$ cat config.mk
export PLATFORM = sky130hd
export DESIGN_NAME = acs_ltr_config_registers
export DESIGN_NICKNAME = d
export VERILOG_FILES = /design/src/shared/acs_ltr_pkg.sv /design/src/shared/reg_access_if.sv /design/src/acs_ltr_regfile.sv /design/src/acs_ltr_config_registers.sv
export VERILOG_INCLUDE_DIRS = /design/src /design/src/shared
export SDC_FILE = /design/constraint.sdc
export NUM_CORES = 1
export LEC_CHECK = 0
export BUFFER_PORTS_ARGS = -buffer_cell sky130_fd_sc_hd__buf_4
export CAP_MARGIN = 20
export CORE_MARGIN = 3
export CORE_UTILIZATION = 47
export DETAILED_ROUTE_END_ITERATION = 10
export PLACE_DENSITY = 0.81
export SYNTH_ARGS = -nofsm -noshare
export SYNTH_HDL_FRONTEND = slang
export SYNTH_SLANG_ARGS = --single-unit
$ cat constraint.sdc
create_clock -name aclk -period 2.25 [get_ports aclk]
set_clock_uncertainty 0.2 [all_clocks]
set_input_delay 0.45 -clock aclk [delete_from_list [all_inputs] [get_ports aclk]]
set_output_delay 0.45 -clock aclk [all_outputs]
set_load 0.02 [all_outputs]
$ cat src/shared/acs_ltr_regs.svh
// Register offsets, field positions and reset values for the ACS/LTR block
`ifndef ACS_LTR_REGS_SVH
`define ACS_LTR_REGS_SVH

// Byte offsets of the four words
`define OFS_ACC_CAP_CTRL     12'h224
`define OFS_EGRESS_VEC       12'h228
`define OFS_LAT_CAP_HDR      12'h230
`define OFS_MAX_LATENCY      12'h234

// Capability advertisement, bits 6:0 all ones
`define ACC_CAP_BITS         7'h7F
`define ACC_CAP_LSB          0
// Egress vector size field and its value
`define EGR_SIZE_LSB         8
`define EGR_SIZE_VAL         8'h08
// Enable bits 22:16
`define ACC_EN_LSB           16
`define ACC_EN_W             7
`define ACC_EN_RST           7'h00
// Egress control vector
`define EGR_VEC_W            8
`define EGR_VEC_RST          8'h00

// Latency capability header fields
`define LAT_CAP_ID           16'h0018
`define LAT_CAP_VER          4'h1
`define LAT_CAP_NEXT         12'h240

// Latency fields: snoop 12:0, no-snoop 28:16
`define LAT_FIELD_W          13
`define LAT_FIELD_RST        13'h0000
`define LAT_SNOOP_LSB        0
`define LAT_NOSNOOP_LSB      16

// AXI responses
`define RESP_OKAY            2'h0
`define RESP_SLVERR          2'h2

`endif

$ cat src/shared/acs_ltr_pkg.sv
// Types shared by the ACS/LTR register block
package acs_ltr_pkg;

    // Which face of the switch this configuration space belongs to
    typedef enum logic {
        PORT_UPSTREAM,
        PORT_DOWNSTREAM
    } port_role_e;

    // Word address within the configuration window
    typedef logic [11:0] cfg_addr_t;

endpackage

$ cat src/shared/reg_access_if.sv
// Decoded register access strobes between bus slave and register file
`timescale 1ns/1ps
interface reg_access_if;
    logic        wr_en;      // One-cycle write strobe
    logic [11:0] wr_addr;    // Byte address of write
    logic [31:0] wr_data;    // Write data
    logic [3:0]  wr_strb;    // Byte enables
    logic [11:0] rd_addr;    // Byte address of read
    logic [31:0] rd_data;    // Combinational read data
    logic        rd_hit;     // Read address maps to a register
    logic        wr_hit;     // Write address maps to a register

    modport bus (output wr_en, output wr_addr, output wr_data,
                 output wr_strb, output rd_addr,
                 input rd_data, input rd_hit, input wr_hit);
    modport regs (input wr_en, input wr_addr, input wr_data,
                  input wr_strb, input rd_addr,
                  output rd_data, output rd_hit, output wr_hit);
endinterface

$ cat src/acs_ltr_regfile.sv
// Register storage and read mux for the ACS and LTR capabilities
`timescale 1ns/1ps
`include "acs_ltr_regs.svh"
module acs_ltr_regfile
    import acs_ltr_pkg::*;
(
    // Clock and reset
    input  wire logic                      aclk,
    input  wire logic                      aresetn,
    // Port role, fixed per instance
    input  wire port_role_e                role,
    // Access from the bus slave
    reg_access_if.regs                     acc,
    // Register contents toward the datapath
    output logic [`ACC_EN_W-1:0]           acs_en_r,
    output logic [`EGR_VEC_W-1:0]          egress_vec_r,
    output logic [`LAT_FIELD_W-1:0]        snoop_lat_r,
    output logic [`LAT_FIELD_W-1:0]        nosnoop_lat_r
);

    ////////////////////////////////////////////////////////////////////////
    // Address decode, role gated

    wire is_down = (role == PORT_DOWNSTREAM);     // ACS lives downstream
    wire rd_cap  = is_down && acc.rd_addr == `OFS_ACC_CAP_CTRL;
    wire rd_egr  = is_down && acc.rd_addr == `OFS_EGRESS_VEC;
    wire rd_hdr  = !is_down && acc.rd_addr == `OFS_LAT_CAP_HDR;
    wire rd_lat  = !is_down && acc.rd_addr == `OFS_MAX_LATENCY;
    wire wr_cap  = is_down && acc.wr_addr == `OFS_ACC_CAP_CTRL;
    wire wr_egr  = is_down && acc.wr_addr == `OFS_EGRESS_VEC;
    wire wr_hdr  = !is_down && acc.wr_addr == `OFS_LAT_CAP_HDR;
    wire wr_lat  = !is_down && acc.wr_addr == `OFS_MAX_LATENCY;

    assign acc.rd_hit = rd_cap | rd_egr | rd_hdr | rd_lat;
    // Header write is accepted and dropped: read-only, not an error
    assign acc.wr_hit = wr_cap | wr_egr | wr_hdr | wr_lat;

    // Byte-masked merges; reserved positions never stored
    wire [31:0] wmask = {{8{acc.wr_strb[3]}}, {8{acc.wr_strb[2]}},
                         {8{acc.wr_strb[1]}}, {8{acc.wr_strb[0]}}};
    wire [31:0] cap_old = {9'h000, acs_en_r, 16'h0000};
    wire [31:0] cap_mrg = (acc.wr_data & wmask) | (cap_old & ~wmask);
    wire [31:0] lat_old = {3'h0, nosnoop_lat_r, 3'h0, snoop_lat_r};
    wire [31:0] lat_mrg = (acc.wr_data & wmask) | (lat_old & ~wmask);

    wire [`ACC_EN_W-1:0]    acs_en_nxt  =
        cap_mrg[`ACC_EN_LSB +: `ACC_EN_W];
    wire [`EGR_VEC_W-1:0]   egress_nxt  = acc.wr_strb[0] ?
        acc.wr_data[`EGR_VEC_W-1:0] : egress_vec_r;
    wire [`LAT_FIELD_W-1:0] snoop_nxt   =
        lat_mrg[`LAT_SNOOP_LSB +: `LAT_FIELD_W];
    wire [`LAT_FIELD_W-1:0] nosnoop_nxt =
        lat_mrg[`LAT_NOSNOOP_LSB +: `LAT_FIELD_W];

    ////////////////////////////////////////////////////////////////////////
    // Storage

    // Enables, bits 16..22 map to acs_en_r[0..6]
    always_ff @(posedge aclk) begin
        if (!aresetn) begin
            acs_en_r <= `ACC_EN_RST;
        end else if (acc.wr_en && wr_cap) begin
            acs_en_r <= acs_en_nxt;
        end
    end

    // Egress control vector
    always_ff @(posedge aclk) begin
        if (!aresetn) begin
            egress_vec_r <= `EGR_VEC_RST;
        end else if (acc.wr_en && wr_egr) begin
            egress_vec_r <= egress_nxt;
        end
    end

    // Snoop and no-snoop latency limits share one word
    always_ff @(posedge aclk) begin
        if (!aresetn) begin
            snoop_lat_r   <= `LAT_FIELD_RST;
            nosnoop_lat_r <= `LAT_FIELD_RST;
        end else if (acc.wr_en && wr_lat) begin
            snoop_lat_r   <= snoop_nxt;
            nosnoop_lat_r <= nosnoop_nxt;
        end
    end

    ////////////////////////////////////////////////////////////////////////
    // Read mux; unselected and reserved bits read zero

    wire [31:0] cap_word = {9'h000, acs_en_r, `EGR_SIZE_VAL,
                            1'b0, `ACC_CAP_BITS};
    wire [31:0] hdr_word = {`LAT_CAP_NEXT, `LAT_CAP_VER,
                            `LAT_CAP_ID};
    assign acc.rd_data = rd_cap ? cap_word :
                         rd_egr ? {24'h000000, egress_vec_r} :
                         rd_hdr ? hdr_word :
                         rd_lat ? lat_old : 32'h00000000;

endmodule

$ cat src/acs_ltr_config_registers.sv
// AXI4-Lite slave wrapping the ACS and LTR capability registers
//
// Notes on behaviour
// - Capability bits 6:0 read-only, read one
// - Egress vector size field reads 08h
// - Source validation enable, RW, resets zero
// - Translation blocking enable, RW, resets zero
// - Request redirect enable, RW, resets zero
// - Completion redirect enable, RW, resets zero
// - Upstream forwarding enable, RW, resets zero
// - Egress vector acts only when enabled
// - Direct translated peer enable, RW, resets zero
// - Egress vector RW, resets zero, blocks ports
// - ACS registers exist on downstream ports only
// - LTR header upstream only, 0018h/1h/240h
// - Snoop latency value/scale RW, reset zero
// - No-snoop latency value/scale RW, reset zero
//
// Local design decision: register access over AXI4-Lite.
`timescale 1ns/1ps
`include "acs_ltr_regs.svh"
module acs_ltr_config_registers
    import acs_ltr_pkg::*;
#(
    parameter port_role_e ROLE = PORT_DOWNSTREAM
)(
    // Clock and reset
    input  wire logic         aclk,
    input  wire logic         aresetn,
    // AXI4-Lite write address
    input  wire logic [11:0]  s_axi_awaddr,
    input  wire logic         s_axi_awvalid,
    output logic              s_axi_awready,
    // AXI4-Lite write data
    input  wire logic [31:0]  s_axi_wdata,
    input  wire logic [3:0]   s_axi_wstrb,
    input  wire logic         s_axi_wvalid,
    output logic              s_axi_wready,
    // AXI4-Lite write response
    output logic [1:0]        s_axi_bresp,
    output logic              s_axi_bvalid,
    input  wire logic         s_axi_bready,
    // AXI4-Lite read address
    input  wire logic [11:0]  s_axi_araddr,
    input  wire logic         s_axi_arvalid,
    output logic              s_axi_arready,
    // AXI4-Lite read data
    output logic [31:0]       s_axi_rdata,
    output logic [1:0]        s_axi_rresp,
    output logic              s_axi_rvalid,
    input  wire logic         s_axi_rready,
    // Effective controls toward the forwarding logic
    output logic              src_valid_on_r,
    output logic              xlat_block_on_r,
    output logic              req_redirect_on_r,
    output logic              cpl_redirect_on_r,
    output logic              up_forward_on_r,
    output logic              direct_xlat_on_r,
    output logic [7:0]        egress_block_r,
    output logic [12:0]       snoop_lat_limit_r,
    output logic [12:0]       nosnoop_lat_limit_r
);

    ////////////////////////////////////////////////////////////////////////
    // Write channel capture

    reg_access_if acc ();

    logic        aw_have_r;      // Address held
    logic        w_have_r;       // Data held
    logic [11:0] aw_addr_r;      // Captured write address
    logic [31:0] w_data_r;       // Captured write data
    logic [3:0]  w_strb_r;       // Captured byte enables

    wire aw_take = s_axi_awvalid && s_axi_awready;
    wire w_take  = s_axi_wvalid && s_axi_wready;
    // Both halves present and no response pending: commit this cycle
    wire wr_go   = aw_have_r && w_have_r && !s_axi_bvalid;

    // Address and data are taken independently, in either order
    always_ff @(posedge aclk) begin
        if (!aresetn) begin
            aw_have_r <= 1'b0;
            w_have_r  <= 1'b0;
            aw_addr_r <= 12'h000;
            w_data_r  <= 32'h00000000;
            w_strb_r  <= 4'h0;
        end else begin
            if (aw_take) begin
                aw_have_r <= 1'b1;
                aw_addr_r <= {s_axi_awaddr[11:2], 2'b00};
            end else if (wr_go) begin
                aw_have_r <= 1'b0;
            end
            if (w_take) begin
                w_have_r <= 1'b1;
                w_data_r <= s_axi_wdata;
                w_strb_r <= s_axi_wstrb;
            end else if (wr_go) begin
                w_have_r <= 1'b0;
            end
        end
    end

    // Ready while the holding slot is empty and no write response is pending
    always_ff @(posedge aclk) begin
        if (!aresetn) begin
            s_axi_awready <= 1'b0;
            s_axi_wready  <= 1'b0;
        end else begin
            s_axi_awready <= !aw_have_r && !aw_take && !s_axi_bvalid
                             && !wr_go;
            s_axi_wready  <= !w_have_r && !w_take && !s_axi_bvalid
                             && !wr_go;
        end
    end

    assign acc.wr_en   = wr_go;
    assign acc.wr_addr = aw_addr_r;
    assign acc.wr_data = w_data_r;
    assign acc.wr_strb = w_strb_r;

    // Write response; unmapped addresses answer SLVERR
    always_ff @(posedge aclk) begin
        if (!aresetn) begin
            s_axi_bvalid <= 1'b0;
            s_axi_bresp  <= `RESP_OKAY;
        end else if (wr_go) begin
            s_axi_bvalid <= 1'b1;
            s_axi_bresp  <= acc.wr_hit ? `RESP_OKAY : `RESP_SLVERR;
        end else if (s_axi_bready) begin
            s_axi_bvalid <= 1'b0;
        end
    end

    ////////////////////////////////////////////////////////////////////////
    // Read channel: address taken, data one cycle later

    wire ar_take = s_axi_arvalid && s_axi_arready;
    assign acc.rd_addr = {s_axi_araddr[11:2], 2'b00};

    // Ready only when no read data is waiting, so one read at a time
    always_ff @(posedge aclk) begin
        if (!aresetn) begin
            s_axi_arready <= 1'b0;
        end else begin
            s_axi_arready <= !s_axi_rvalid && !ar_take;
        end
    end

    // Read data sampled at the address handshake
    always_ff @(posedge aclk) begin
        if (!aresetn) begin
            s_axi_rvalid <= 1'b0;
            s_axi_rdata  <= 32'h00000000;
            s_axi_rresp  <= `RESP_OKAY;
        end else if (ar_take) begin
            s_axi_rvalid <= 1'b1;
            s_axi_rdata  <= acc.rd_data;
            s_axi_rresp  <= acc.rd_hit ? `RESP_OKAY : `RESP_SLVERR;
        end else if (s_axi_rready) begin
            s_axi_rvalid <= 1'b0;
        end
    end

    ////////////////////////////////////////////////////////////////////////
    // Register file

    logic [6:0]  acs_en;         // Enable bits 22:16 as stored
    logic [7:0]  egress_vec;     // Stored egress control vector
    logic [12:0] snoop_lat;      // Stored snoop limit
    logic [12:0] nosnoop_lat;    // Stored no-snoop limit

    acs_ltr_regfile u_regs (
        .aclk          (aclk),
        .aresetn       (aresetn),
        .role          (ROLE),
        .acc           (acc),
        .acs_en_r      (acs_en),
        .egress_vec_r  (egress_vec),
        .snoop_lat_r   (snoop_lat),
        .nosnoop_lat_r (nosnoop_lat)
    );

    ////////////////////////////////////////////////////////////////////////
    // Datapath controls, registered so every output leaves a flop

    // The vector is masked here so the forwarding logic need not know
    // about the egress enable
    wire [7:0] egress_eff = acs_en[5] ? egress_vec : 8'h00;

    always_ff @(posedge aclk) begin
        if (!aresetn) begin
            src_valid_on_r      <= 1'b0;
            xlat_block_on_r     <= 1'b0;
            req_redirect_on_r   <= 1'b0;
            cpl_redirect_on_r   <= 1'b0;
            up_forward_on_r     <= 1'b0;
            direct_xlat_on_r    <= 1'b0;
            egress_block_r      <= 8'h00;
            snoop_lat_limit_r   <= 13'h0000;
            nosnoop_lat_limit_r <= 13'h0000;
        end else begin
            src_valid_on_r      <= acs_en[0];
            xlat_block_on_r     <= acs_en[1];
            req_redirect_on_r   <= acs_en[2];
            cpl_redirect_on_r   <= acs_en[3];
            up_forward_on_r     <= acs_en[4];
            direct_xlat_on_r    <= acs_en[6];
            egress_block_r      <= egress_eff;
            snoop_lat_limit_r   <= snoop_lat;
            nosnoop_lat_limit_r <= nosnoop_lat;
        end
    end

    ////////////////////////////////////////////////////////////////////////
    // Checks
    // Write checks on the control and limit outputs look two edges on: one for the store, one for the
    // output flop. No second write can commit inside that span, as the
    // pending response holds the next one off.

    chk_egress_gated: assert property (@(posedge aclk)
        disable iff (!aresetn)
        !acs_en[5] |=> egress_block_r == 8'h00)
        else $error("egress vector active while egress enable is off");

    chk_cap_read_ones: assert property (@(posedge aclk)
        disable iff (!aresetn)
        ar_take && ROLE == PORT_DOWNSTREAM
        && acc.rd_addr == `OFS_ACC_CAP_CTRL
        |=> s_axi_rdata[15:0] == 16'h087F && s_axi_rdata[31:23] == 9'h0)
        else $error("capability word fixed bits wrong");

    chk_hdr_value: assert property (@(posedge aclk)
        disable iff (!aresetn)
        ar_take && ROLE == PORT_UPSTREAM
        && acc.rd_addr == `OFS_LAT_CAP_HDR
        |=> s_axi_rdata == 32'h24010018 && s_axi_rresp == `RESP_OKAY)
        else $error("latency header value wrong");

    chk_hdr_hidden_dn: assert property (@(posedge aclk)
        disable iff (!aresetn)
        ar_take && ROLE == PORT_DOWNSTREAM
        && acc.rd_addr == `OFS_LAT_CAP_HDR
        |=> s_axi_rresp == `RESP_SLVERR && s_axi_rdata == 32'h00000000)
        else $error("latency header visible on downstream port");

    chk_acs_hidden_up: assert property (@(posedge aclk)
        disable iff (!aresetn)
        ar_take && ROLE == PORT_UPSTREAM
        && acc.rd_addr == `OFS_EGRESS_VEC
        |=> s_axi_rresp == `RESP_SLVERR && s_axi_rdata == 32'h0)
        else $error("egress vector visible on upstream port");

    // A hidden register must refuse the write and keep its zero
    chk_wr_hidden_up: assert property (@(posedge aclk)
        disable iff (!aresetn)
        wr_go && ROLE == PORT_UPSTREAM
        && aw_addr_r == `OFS_ACC_CAP_CTRL
        |=> s_axi_bresp == `RESP_SLVERR && acs_en == 7'h00)
        else $error("capability write taken on upstream port");

    chk_en_write: assert property (@(posedge aclk)
        disable iff (!aresetn)
        wr_go && ROLE == PORT_DOWNSTREAM && w_strb_r[2]
        && aw_addr_r == `OFS_ACC_CAP_CTRL
        |=> ##1 src_valid_on_r == $past(w_data_r[16], 2)
        && xlat_block_on_r == $past(w_data_r[17], 2))
        else $error("enable write did not reach control");

    chk_en_redirect: assert property (@(posedge aclk)
        disable iff (!aresetn)
        wr_go && ROLE == PORT_DOWNSTREAM && w_strb_r[2]
        && aw_addr_r == `OFS_ACC_CAP_CTRL
        |=> ##1 req_redirect_on_r == $past(w_data_r[18], 2)
        && cpl_redirect_on_r == $past(w_data_r[19], 2)
        && up_forward_on_r == $past(w_data_r[20], 2)
        && direct_xlat_on_r == $past(w_data_r[22], 2))
        else $error("redirect or forwarding enable lost");

    chk_egress_store: assert property (@(posedge aclk)
        disable iff (!aresetn)
        wr_go && ROLE == PORT_DOWNSTREAM && w_strb_r[0]
        && aw_addr_r == `OFS_EGRESS_VEC
        |=> egress_vec == $past(w_data_r[7:0]))
        else $error("egress vector write lost");

    chk_lat_write: assert property (@(posedge aclk)
        disable iff (!aresetn)
        wr_go && ROLE == PORT_UPSTREAM && (&w_strb_r)
        && aw_addr_r == `OFS_MAX_LATENCY
        |=> ##1 snoop_lat_limit_r == $past(w_data_r[12:0], 2)
        && nosnoop_lat_limit_r == $past(w_data_r[28:16], 2))
        else $error("latency write did not reach limits");

    // Not disabled by reset: this one watches the reset itself
    chk_reset_clear: assert property (@(posedge aclk)
        !aresetn |=> acs_en == 7'h00 && egress_vec == 8'h00
        && snoop_lat == 13'h0000 && nosnoop_lat == 13'h0000)
        else $error("register not cleared by reset");

    chk_reserved_zero: assert property (@(posedge aclk)
        disable iff (!aresetn)
        s_axi_rvalid && ROLE == PORT_UPSTREAM
        |-> s_axi_rdata[31:29] == 3'h0 || s_axi_rdata[31:20] == 12'h240)
        else $error("reserved latency bits nonzero");

    chk_bresp_timing: assert property (@(posedge aclk)
        disable iff (!aresetn)
        wr_go |=> s_axi_bvalid)
        else $error("write response missing");

endmodule

==> results of run 1 <==
[cells by family after synthesis]
family	count (synthesis)	share of synthesized area (%)
AOI/OAI and AO/OA	50	11.0
xor gates and xnor gates	2	0.526
buffers and inverters	76	13.5
DFF	81	48.7
muxes	15	4.51
other	1	0.113
and+or+nand+nor	148	21.6
[where the power goes]
| part | switching [W] | total, W | internal, W |
|---|---|---|---|
| Combinational | 0.000166 | 0.000265 | 0.0000993 |
| Clock | 0.000500 | 0.00115 | 0.000647 |
| Sequential | 0.0000207 | 0.00149 | 0.00147 |
[how the worst max path moves through the flow]
stage | start | to
floorplan | acc.wr_addr[8]$_SDFFE_PN0P_ | u_regs.egress_vec_r[0]$_SDFFE_PN0P_
global placement | acc.wr_addr[8]$_SDFFE_PN0P_ | s_axi_bresp[1]$_SDFFE_PN0P_
detailed placement | s_axi_araddr[4] | s_axi_rdata[4]$_SDFFE_PN0P_
CTS | acc.wr_addr[8]$_SDFFE_PN0P_ | s_axi_bresp[1]$_SDFFE_PN0P_
global route | acc.wr_addr[8]$_SDFFE_PN0P_ | u_regs.egress_vec_r[2]$_SDFFE_PN0P_
finish | acc.wr_addr[8]$_SDFFE_PN0P_ | s_axi_bresp[1]$_SDFFE_PN0P_
[routing by layer]
layer  share of wire [%]  vias up  track usage [%]
li1                    -     1290                -
met1                  43     1119             18.7
met2                  47       83             26.8
met3                 8.3        7             6.03
met4                 1.1        0             6.63
met5                   0        -                0
[worst min-delay path, cell delays in order]
cell	delay [ps]
buf_4	110
nand2_1	40
a21boi_0	60
[sequential cells by signal, indices dropped and copies added, names as in the netlist, named ones only]
name,cells
s_axi_rdata,16
acc.wr_data,15
acc.wr_addr,10
egress_block_r,8
u_regs.egress_vec_r,8
acc.wr_strb,2
aw_have_r,1
cpl_redirect_on_r,1
direct_xlat_on_r,1
req_redirect_on_r,1
s_axi_arready,1
s_axi_awready,1
s_axi_bresp,1
s_axi_bvalid,1
s_axi_rresp,1
s_axi_rvalid,1
s_axi_wready,1
src_valid_on_r,1
up_forward_on_r,1
w_have_r,1
xlat_block_on_r,1
[Yosys cell counts, types with 4 or more instances]
cell type,instances
and3_1,5
buf_4,44
nand2_1,95
o211ai_1,7
inv_1,14
a21boi_0,31
nand2b_1,4
nand3_1,7
dfxtp_1,81
clkbuf_1,15
nor2_1,7
mux2i_1,15
a21boi_1,7
nand4_1,10
[cell type report]
type	instances	area, um2
Fill cell	623	2740
Sequential cell	81	1620
Multi-Input combinational cell	259	1430
Timing Repair Buffer	86	646
Clock buffer	10	138
Tap cell	96	120
Clock inverter	5	80.1
Inverter	14	52.6
[stage by stage]
step | util (%) | instance area, um2 | power (W) | cells
after global placement | 56.7 | 3870 | 0.00178 | 536
after detailed placement | 56.7 | 3870 | 0.00179 | 536
after floorplan | - | 3490 | 0.00175 | 416
after CTS | 59.9 | 4090 | 0.00293 | 551
after global routing | 59.9 | 4090 | 0.00302 | 551
final | 59.9 | 4090 | 0.00290 | 551
==> results by group, run 1 <==
Clock network
  • CTS tree: built
  • Clk slew on worst S/H paths: ~80 ps
  • Root Buffer: clkbuf_8
  • Clock buffer depth: 2
  • Num Clock Sinks: ~80
  • Postcts setup bufs: 0
  • Worst skew pair latency: 340 ps
  • CTS Hold Bufs: 0
  • CTS Buf Count: 9
  • Cts repair resizes: 0
  • CTS HTree Levels: 3

Logic synthesis
  • Area share of the largest cell type after synthesis: slightly below 50%
  • Top cells by area, synth: dfxtp_1 49%, nand2_1 11%, buf_4 9.9%
  • Number of synthesized flops with an enable pin: 0
  • Top FF cell, synth: dfxtp_1
  • Sequential cell area fraction in the yosys report: between 40% and 50%
  • Distinct cells, synth: 31
  • Leading area contributor after synthesis: dfxtp_1
  • Warnings from Yosys: 0
  • Synthesized instance count: between 300 and 400
  • Mapped Area: 0.00333 mm2
  • Ys async rst share: 0%
  • Yosys reg bits: 81
  • Syn avg cell area: a little under 9 um2

Worst setup path
  • CP peak stage delay: ~580 ps
  • Critical path type: flop to flop
  • Reg-to-reg endpoint: s_axi_bresp[1]$_SDFFE_PN0P_
  • Reg2reg setup slack: between 300 and 400 ps
  • Crit path depth: 3
  • Critical path's slowest cell: or4b_4
  • CP arrival: 1950 ps
  • Cells on worst reg2reg path: 3
  • Setup crit end kind: flop
  • Startpoint Class: flop
  • CP delay by family, top: simple AND/OR/NAND/NOR gates
  • Worst-path fanout max: 3
  • Worst r2r src: acc.wr_addr[8]$_SDFFE_PN0P_
  • Worst-path cell chain: or4b_4, or4_1, and3_1
  • CP Data Required Time: around 2300 ps
  • Buffers plus inverters on the worst setup path: 0

Floorplan
  • Die Height: about 90 um
  • Starting Density: around half
  • Core Rows: 30
  • Core footprint: approximately 0.007 mm2
  • Ports: approximately 150
  • Width of the die: about 90 um
  • Die area: 0.00813 mm2

Timing
  • Slew headroom: between 50% and 60%
  • Ratio of final minimum period to clock period: approximately 85%
  • Final worst slack: roughly 340 ps
  • Final setup viols: 0
  • RSZ-0062 raised after global routing: false
  • Worst Max-Slew Pin Slew: between 600 and 700 ps
  • Final min period: about 1900 ps
  • Hold Slack: approximately 160 ps
  • Fin. max-slew vios: 0
  • Setup TNS: 0 ps
  • Fmax: 523 MHz
  • Fin. Hold Viols: 0

Power
  • Peak supply drop: ~0.36 mV
  • LEAKAGE: roughly 1.7 nW
  • PwrDens: a little over 700 mW/mm2

Route
  • Drc violations: 0
  • Via Count: approximately 2500
  • DR vias/cell: roughly 4.5
  • First-iteration detailed-routing DRC count: 77
  • ANT nets after route: 0
  • Final wirelength: around 6500 um
  • Wire per inst: 11.9 um
  • Drt pass-1 iters: 4

Cells and area
  • Layout overhead on the synthesized area: 22.8%
  • Share of layout cells above drive strength 1: 23.5%
  • Leading cell type in the layout, fill and taps excluded: nand2_1
  • Layout Nets: 518
  • # diodes: 0
  • Most frequent cells in the layout: 95 x nand2_1, 86 x buf_4, 81 x dfxtp_1

Place
  • Dpl hpwl: 4760 um
  • Routability cong.: around 0.79
  • DP Worst Slack: between 300 and 400 ps
  • I/O Buffers: 80

Global route
  • Total track usage: 16.1%
  • Initial antenna violation count: 0
  • First-pass GRT wire length: approximately 11000 um
  • Total gr overflow: 0
  • Largest net degree at the start of global routing: 43
  • Vias in the first global route: about 2400

Hold path
  • Hold path depth: 3
  • Hold Crit Class: input pin to flop
  • Launch point of the worst hold path: s_axi_wdata[18]
  • WHS Endpoint: acc.wr_data[18]$_SDFFE_PN0P_

Outcome
  • Outcome: finished, final reports clean

Job
  • Max-cap viol count: 0
No activity file was read; power rests on OpenSTA's default activity.
==> run 2: changes to the inputs <==
CORE_UTILIZATION = 50   (was 47)
PLACE_DENSITY = 0.85   (was 0.81)
clock period = 2.3 ns   (was 2.25 ns; I/O delays follow)
==> run 2 against run 1 <==
Effect of this change:
- final area fell by 1.1%
- clock-buffer cell count grew 3
- maximum frequency rose by 1.1%
- via count grew 1.8%
- first-iteration DRC count increased by 38%
- utilization up 3.5 points
- sequential power hardly changed
- combinational power down 2%
- register-to-register slack better by 70 ps
- sequential share of layout area rose by 0.44 points
- clock power fell by 11%
- critical path depth unchanged
==> results by group, run 2 (synthesis results as in run 1) <==
Outcome
  • Outcome: finished, final reports clean (unchanged)

Timing
  • Final min period: 1890 ps (was 1910 ps)
  • Worst Max-Slew Pin Slew: 665 ps (was 644 ps)
  • RSZ-0062 raised after global routing: false (unchanged)
  • Hold Slack: 184 ps (was 160 ps)
  • Final setup viols: 0 (unchanged)
  • Setup TNS: 0 ps (unchanged)
  • Fmax: 528 MHz (was 523 MHz)
  • Ratio of final minimum period to clock period: 82.3% (was 85.1%)
  • Fin. Hold Viols: 0 (unchanged)
  • Fin. max-slew vios: 0 (unchanged)
  • Slew headroom: 55.7% (was 57.1%)

Cells and area
  • Layout overhead on the synthesized area: 21.5% (was 22.8%)
  • Share of layout cells above drive strength 1: 23.1% (was 23.5%)
  • Layout Cells excl Fill: 532 (was 551)
  • Cell area after layout: 0.00404 mm2 (was 0.00409 mm2)
  • Leading cell type in the layout, fill and taps excluded: nand2_1 (unchanged)
  • # diodes: 0 (unchanged)
  • Layout Nets: 518 (unchanged)
  • Reg with most FFs: s_axi_rdata (unchanged)
  • # fillers: 552 (was 623)
  • Max reg flops: 16 (unchanged)
  • Multi-input gate area: 0.00143 mm2 (unchanged)
  • Most frequent cells in the layout: 95 x nand2_1, 86 x buf_4, 81 x dfxtp_1 (unchanged)
  • Reg area: 0.00162 mm2 (unchanged)

Clock network
  • Postcts setup bufs: 0 (unchanged)
  • Worst skew pair latency: 340 ps (about the same)
  • Num Clock Sinks: 81 (unchanged)
  • Root Buffer: clkbuf_8 (unchanged)
  • Clk slew on worst S/H paths: 70 ps (was 80 ps)
  • CTS HTree Levels: 3 (unchanged)
  • Clock buffer depth: 2 (unchanged)
  • CTS Hold Bufs: 0 (unchanged)
  • Cts repair resizes: 0 (unchanged)
  • CTS tree: built (unchanged)
  • CTS Buf Count: 9 (unchanged)

Global route
  • First-pass GRT wire length: 10300 um (was 10700 um)
  • Vias in the first global route: 2323 (was 2386)
  • Initial antenna violation count: 0 (unchanged)
  • Total track usage: 16.9% (was 16.1%)
  • Total gr overflow: 0 (unchanged)
  • Largest net degree at the start of global routing: 48 (was 43)

Place
  • Dpl hpwl: 4790 um (was 4760 um)
  • Routability cong.: 0.785 (was 0.790)
  • Placed cell area: 0.00385 mm2 (was 0.00387 mm2)
  • I/O Buffers: 80 (unchanged)
  • Dpl cells: 517 (was 536)

Route
  • Drt pass-1 iters: 4 (unchanged)
  • DR vias/cell: 4.78 (was 4.54)
  • Via Count: 2543 (was 2499)
  • First-iteration detailed-routing DRC count: 106 (was 77)
  • ANT nets after route: 0 (unchanged)
  • Wire per inst: 12.1 um (was 11.9 um)
  • Drc violations: 0 (unchanged)
  • Final wirelength: 6440 um (was 6530 um)

Worst setup path
  • CP Data Required Time: 2330 ps (was 2280 ps)
  • Worst-path fanout max: 3 (unchanged)
  • Startpoint Class: flop (unchanged)
  • Critical path type: flop to flop (unchanged)
  • Setup crit end kind: flop (unchanged)
  • CP arrival: 1920 ps (was 1950 ps)

Power
  • PwrDens: 677 mW/mm2 (was 709 mW/mm2)
  • Peak supply drop: 0.379 mV (was 0.358 mV)
  • LEAKAGE: 1.72 nW (was 1.73 nW)

Job
  • Max-cap viol count: 0 (unchanged)

Floorplan
  • Die area: 0.00767 mm2 (was 0.00813 mm2)
  • Die Height: 87.6 um (was 90.2 um)
  • Starting Density: 52.1% (was 48.7%)
  • Core Rows: 29 (was 30)
  • Ports: 148 (unchanged)
  • Width of the die: 87.6 um (was 90.2 um)
  • Core footprint: 0.00639 mm2 (was 0.00683 mm2)

Hold path
  • Hold Crit Class: input pin to flop (unchanged)
run 2: report_power, final:
part	leakage [nW]	internal, W	switching [W]
clock network	0.0957	0.000557	0.000464
logic	0.968	0.0000971	0.000162
registers	0.656	0.00144	0.0000209
total	1.72	0.00209	0.000647
run 2: worst paths after layout:
kind                               startpoint                      endpoint  slack (ps)  cells past startpoint
hold reg to reg        aw_have_r$_SDFFE_PN0P_      s_axi_awready$_SDFF_PN0_         250                      1
setup / recovery  acc.wr_addr[8]$_SDFFE_PN0P_   s_axi_bresp[1]$_SDFFE_PN0P_         410                      3
hold / removal               s_axi_awaddr[11]  acc.wr_addr[11]$_SDFFE_PN0P_         180                      3
setup reg to reg  acc.wr_addr[8]$_SDFFE_PN0P_   s_axi_bresp[1]$_SDFFE_PN0P_         410                      3
run 2: worst max-delay path: stages, from the launching register on:
cell	delay, ps
dfxtp_1	320
or4b_4	580
or4_1	530
and3_1	170
run 2: area by class of cell:
type	count	share of cell area, %
Sequential cell	81	40.1
Multi-Input combinational cell	259	35.4
Timing Repair Buffer	86	16.0
Clock buffer	13	3.93
Tap cell	77	2.38
Inverter	14	1.30
Clock inverter	2	0.928
run 2: layer usage:
layer / share of wire, % / up-vias / track usage (%) / routed length [um]
met5: 0 / - / 0 / 0
met1: 40 / 1131 / 20.3 / 2600
met3: 9.6 / 10 / 4.70 / 617
met4: 1.4 / 0 / 7.39 / 89
li1: - / 1297 / - / -
met2: 49 / 105 / 28.1 / 3130
run 2: stage by stage:
step / power [W] / utilization (%) / setup WS, ps
after detailed placement: 0.00175 / 60.2 / 371
after CTS: 0.00276 / 63.3 / 404
final: 0.00274 / 63.3 / 407
after floorplan: 0.00171 / - / 356
after global routing: 0.00286 / 63.3 / 375
after global placement: 0.00174 / 60.2 / 421
==> run 3: changes to the inputs <==
CORE_UTILIZATION = 47   (was 50)
PLACE_DENSITY = 0.81   (was 0.85)
clock period = 2 ns   (was 2.3 ns; I/O delays follow)
==> run 3 against run 2 <==
Effect of this change:
- via count is 0.63% higher
- worst hold slack worse by 70 ps
- sequential power is 14% higher
- critical endpoint unchanged
- routed wire length is 1.5% lower
- power is 14% higher
- combinational power is 16% higher
- clock power is 13% higher
- first-iteration DRC count is 24% lower
- critical path type unchanged
- sequential cell count stayed put
- register-to-register slack worse by 280 ps
- global-route usage is 0.94 points lower
==> results by group, run 3 (synthesis results as in run 1) <==
Timing
  • Final min period: 1880 ps (was 1890 ps)
  • Fin. max-slew vios: 0 (unchanged)
  • Fmax: 533 MHz (was 528 MHz)
  • Fin. Hold Viols: 0 (unchanged)
  • Slew headroom: 62.9% (was 55.7%)
  • Setup TNS: 0 ps (unchanged)
  • Hold Slack: 114 ps (was 184 ps)
  • Ratio of final minimum period to clock period: 93.9% (was 82.3%)
  • Final setup viols: 0 (unchanged)
  • Worst Max-Slew Pin Slew: 554 ps (was 665 ps)
  • RSZ-0062 raised after global routing: false (unchanged)

Global route
  • Layer with the highest usage: met2 (unchanged)
  • Vias in the first global route: 2520 (was 2323)
  • Initial antenna violation count: 0 (unchanged)
  • Met3 GRT Util: 6.28% (was 4.70%)
  • GR Layer Usage met1: 18.6% (was 20.3%)
  • Met2 global-route usage: 26.7% (was 28.1%)
  • Total gr overflow: 0 (unchanged)
  • Largest net degree at the start of global routing: 41 (was 48)
  • First-pass GRT wire length: 10800 um (was 10300 um)
  • Total track usage: 15.9% (was 16.9%)

Cells and area
  • Most frequent cells in the layout: 95 x nand2_1, 87 x buf_4, 81 x dfxtp_1 (was 95 x nand2_1, 86 x buf_4, 81 x dfxtp_1)
  • Layout Nets: 520 (was 518)
  • # diodes: 0 (unchanged)
  • Share of layout cells above drive strength 1: 23.8% (was 23.1%)
  • Layout overhead on the synthesized area: 23.0% (was 21.5%)
  • Reg with most FFs: s_axi_rdata (unchanged)
  • Cell area after layout: 0.00409 mm2 (was 0.00404 mm2)
  • Leading cell type in the layout, fill and taps excluded: nand2_1 (unchanged)
  • # fillers: 626 (was 552)
  • Layout Cells excl Fill: 554 (was 532)
  • Max reg flops: 16 (unchanged)

Hold path
  • Launch point of the worst hold path: s_axi_awaddr[5] (was s_axi_awaddr[11])
  • Hold Crit Class: input pin to flop (unchanged)
  • WHS Endpoint: acc.wr_addr[5]$_SDFFE_PN0P_ (was acc.wr_addr[11]$_SDFFE_PN0P_)
  • Hold path depth: 3 (unchanged)

Worst setup path
  • Worst r2r src: acc.wr_addr[8]$_SDFFE_PN0P_ (unchanged)
  • CP arrival: 1910 ps (was 1920 ps)
  • CP peak stage delay: 580 ps (about the same)
  • Critical path type: flop to flop (unchanged)
  • Reg2reg setup slack: 120 ps (was 410 ps)
  • Startpoint Class: flop (unchanged)
  • Cells on worst reg2reg path: 3 (unchanged)
  • Worst-path fanout max: 3 (unchanged)
  • Setup crit end kind: flop (unchanged)
  • CP Data Required Time: 2040 ps (was 2330 ps)
  • Critical path's slowest cell: or4b_4 (unchanged)
  • Worst-path cell chain: or4b_4, or4_1, and3_1 (unchanged)
  • Reg-to-reg endpoint: s_axi_bresp[1]$_SDFFE_PN0P_ (unchanged)

Floorplan
  • Core footprint: 0.00683 mm2 (was 0.00639 mm2)
  • Die area: 0.00813 mm2 (was 0.00767 mm2)
  • Width of the die: 90.2 um (was 87.6 um)
  • Core Rows: 30 (was 29)
  • Ports: 148 (unchanged)
  • Starting Density: 48.7% (was 52.1%)
  • Die Height: 90.2 um (was 87.6 um)

Route
  • Via Count: 2559 (was 2543)
  • Drc violations: 0 (unchanged)
  • ANT nets after route: 0 (unchanged)
  • Drt pass-1 iters: 4 (unchanged)
  • Wire per inst: 11.4 um (was 12.1 um)
  • First-iteration detailed-routing DRC count: 81 (was 106)
  • Final wirelength: 6340 um (was 6440 um)
  • DR vias/cell: 4.62 (was 4.78)

Place
  • Dpl cells: 538 (was 517)
  • Dpl hpwl: 4740 um (was 4790 um)
  • I/O Buffers: 80 (unchanged)
  • Placed cell area: 0.00390 mm2 (was 0.00385 mm2)
  • Routability cong.: 0.801 (was 0.785)

Clock network
  • Clk slew on worst S/H paths: 80 ps (was 70 ps)
  • Clock buffer depth: 2 (unchanged)
  • CTS HTree Levels: 3 (unchanged)
  • Root Buffer: clkbuf_8 (unchanged)
  • Worst skew pair latency: 340 ps (about the same)
  • CTS Hold Bufs: 0 (unchanged)
  • CTS Buf Count: 9 (unchanged)
  • Postcts setup bufs: 0 (unchanged)
  • Num Clock Sinks: 81 (unchanged)
  • Cts repair resizes: 0 (unchanged)
  • CTS tree: built (unchanged)

Power
  • Overall power: 0.00313 W (was 0.00274 W)
  • LEAKAGE: 1.73 nW (was 1.72 nW)
  • Peak supply drop: 0.496 mV (was 0.379 mV)
  • PwrDens: 764 mW/mm2 (was 677 mW/mm2)

Outcome
  • Outcome: finished, final reports clean (unchanged)

Job
  • Max-cap viol count: 0 (unchanged)
run 3: area by class of cell:
cell class                 instances  area, um2  area share (%)
sequential                        81       1620            39.6
multi-input combinational        259       1430            35.0
timing repair buffer              88        673            16.4
clock buffer                      10        128            3.12
tap                               96        120            2.93
clock inverter                     6       67.6            1.65
inverter                          14       52.6            1.28
run 3: per-stage QoR:
stage | util [%] | worst slack (ps)
floorplan | - | 56.0
global placement | 57.1 | 63.5
detailed placement | 57.1 | -50.5
CTS | 59.9 | 114
global route | 59.9 | 7.69
finish | 59.9 | 122
run 3: critical path, delay by kind of cell, from the launching register on:
family | cells | cell delay (ps)
flops | 1 | 320
simple gates | 3 | 1270
run 3: power by group:
part / total [W] / internal (W) / switching [W]
Clock: 0.00115 / 0.000581 / 0.000573
Sequential: 0.00167 / 0.00165 / 0.0000237
Combinational: 0.000301 / 0.000115 / 0.000186
Total: 0.00313 / 0.00235 / 0.000783
run 3: routing by layer:
metal,up-vias,routed length [um]
met5,-,0
met4,0,57
met3,6,519
met2,97,2960
met1,1152,2800
li1,1304,-
run 3: worst max path at each step:
stage                                          endpoint  cells after the start                        start  slack, ps
floorplan           u_regs.egress_vec_r[0]$_SDFFE_PN0P_                      3  acc.wr_addr[8]$_SDFFE_PN0P_         60
global placement            s_axi_rdata[1]$_SDFFE_PN0P_                      4              s_axi_araddr[7]         60
detailed placement          s_axi_rdata[4]$_SDFFE_PN0P_                      4              s_axi_araddr[7]        -50
CTS                 u_regs.egress_vec_r[6]$_SDFFE_PN0P_                      4  acc.wr_addr[8]$_SDFFE_PN0P_        110
global route        u_regs.egress_vec_r[6]$_SDFFE_PN0P_                      4  acc.wr_addr[8]$_SDFFE_PN0P_          8
finish                      s_axi_bresp[1]$_SDFFE_PN0P_                      3  acc.wr_addr[8]$_SDFFE_PN0P_        120
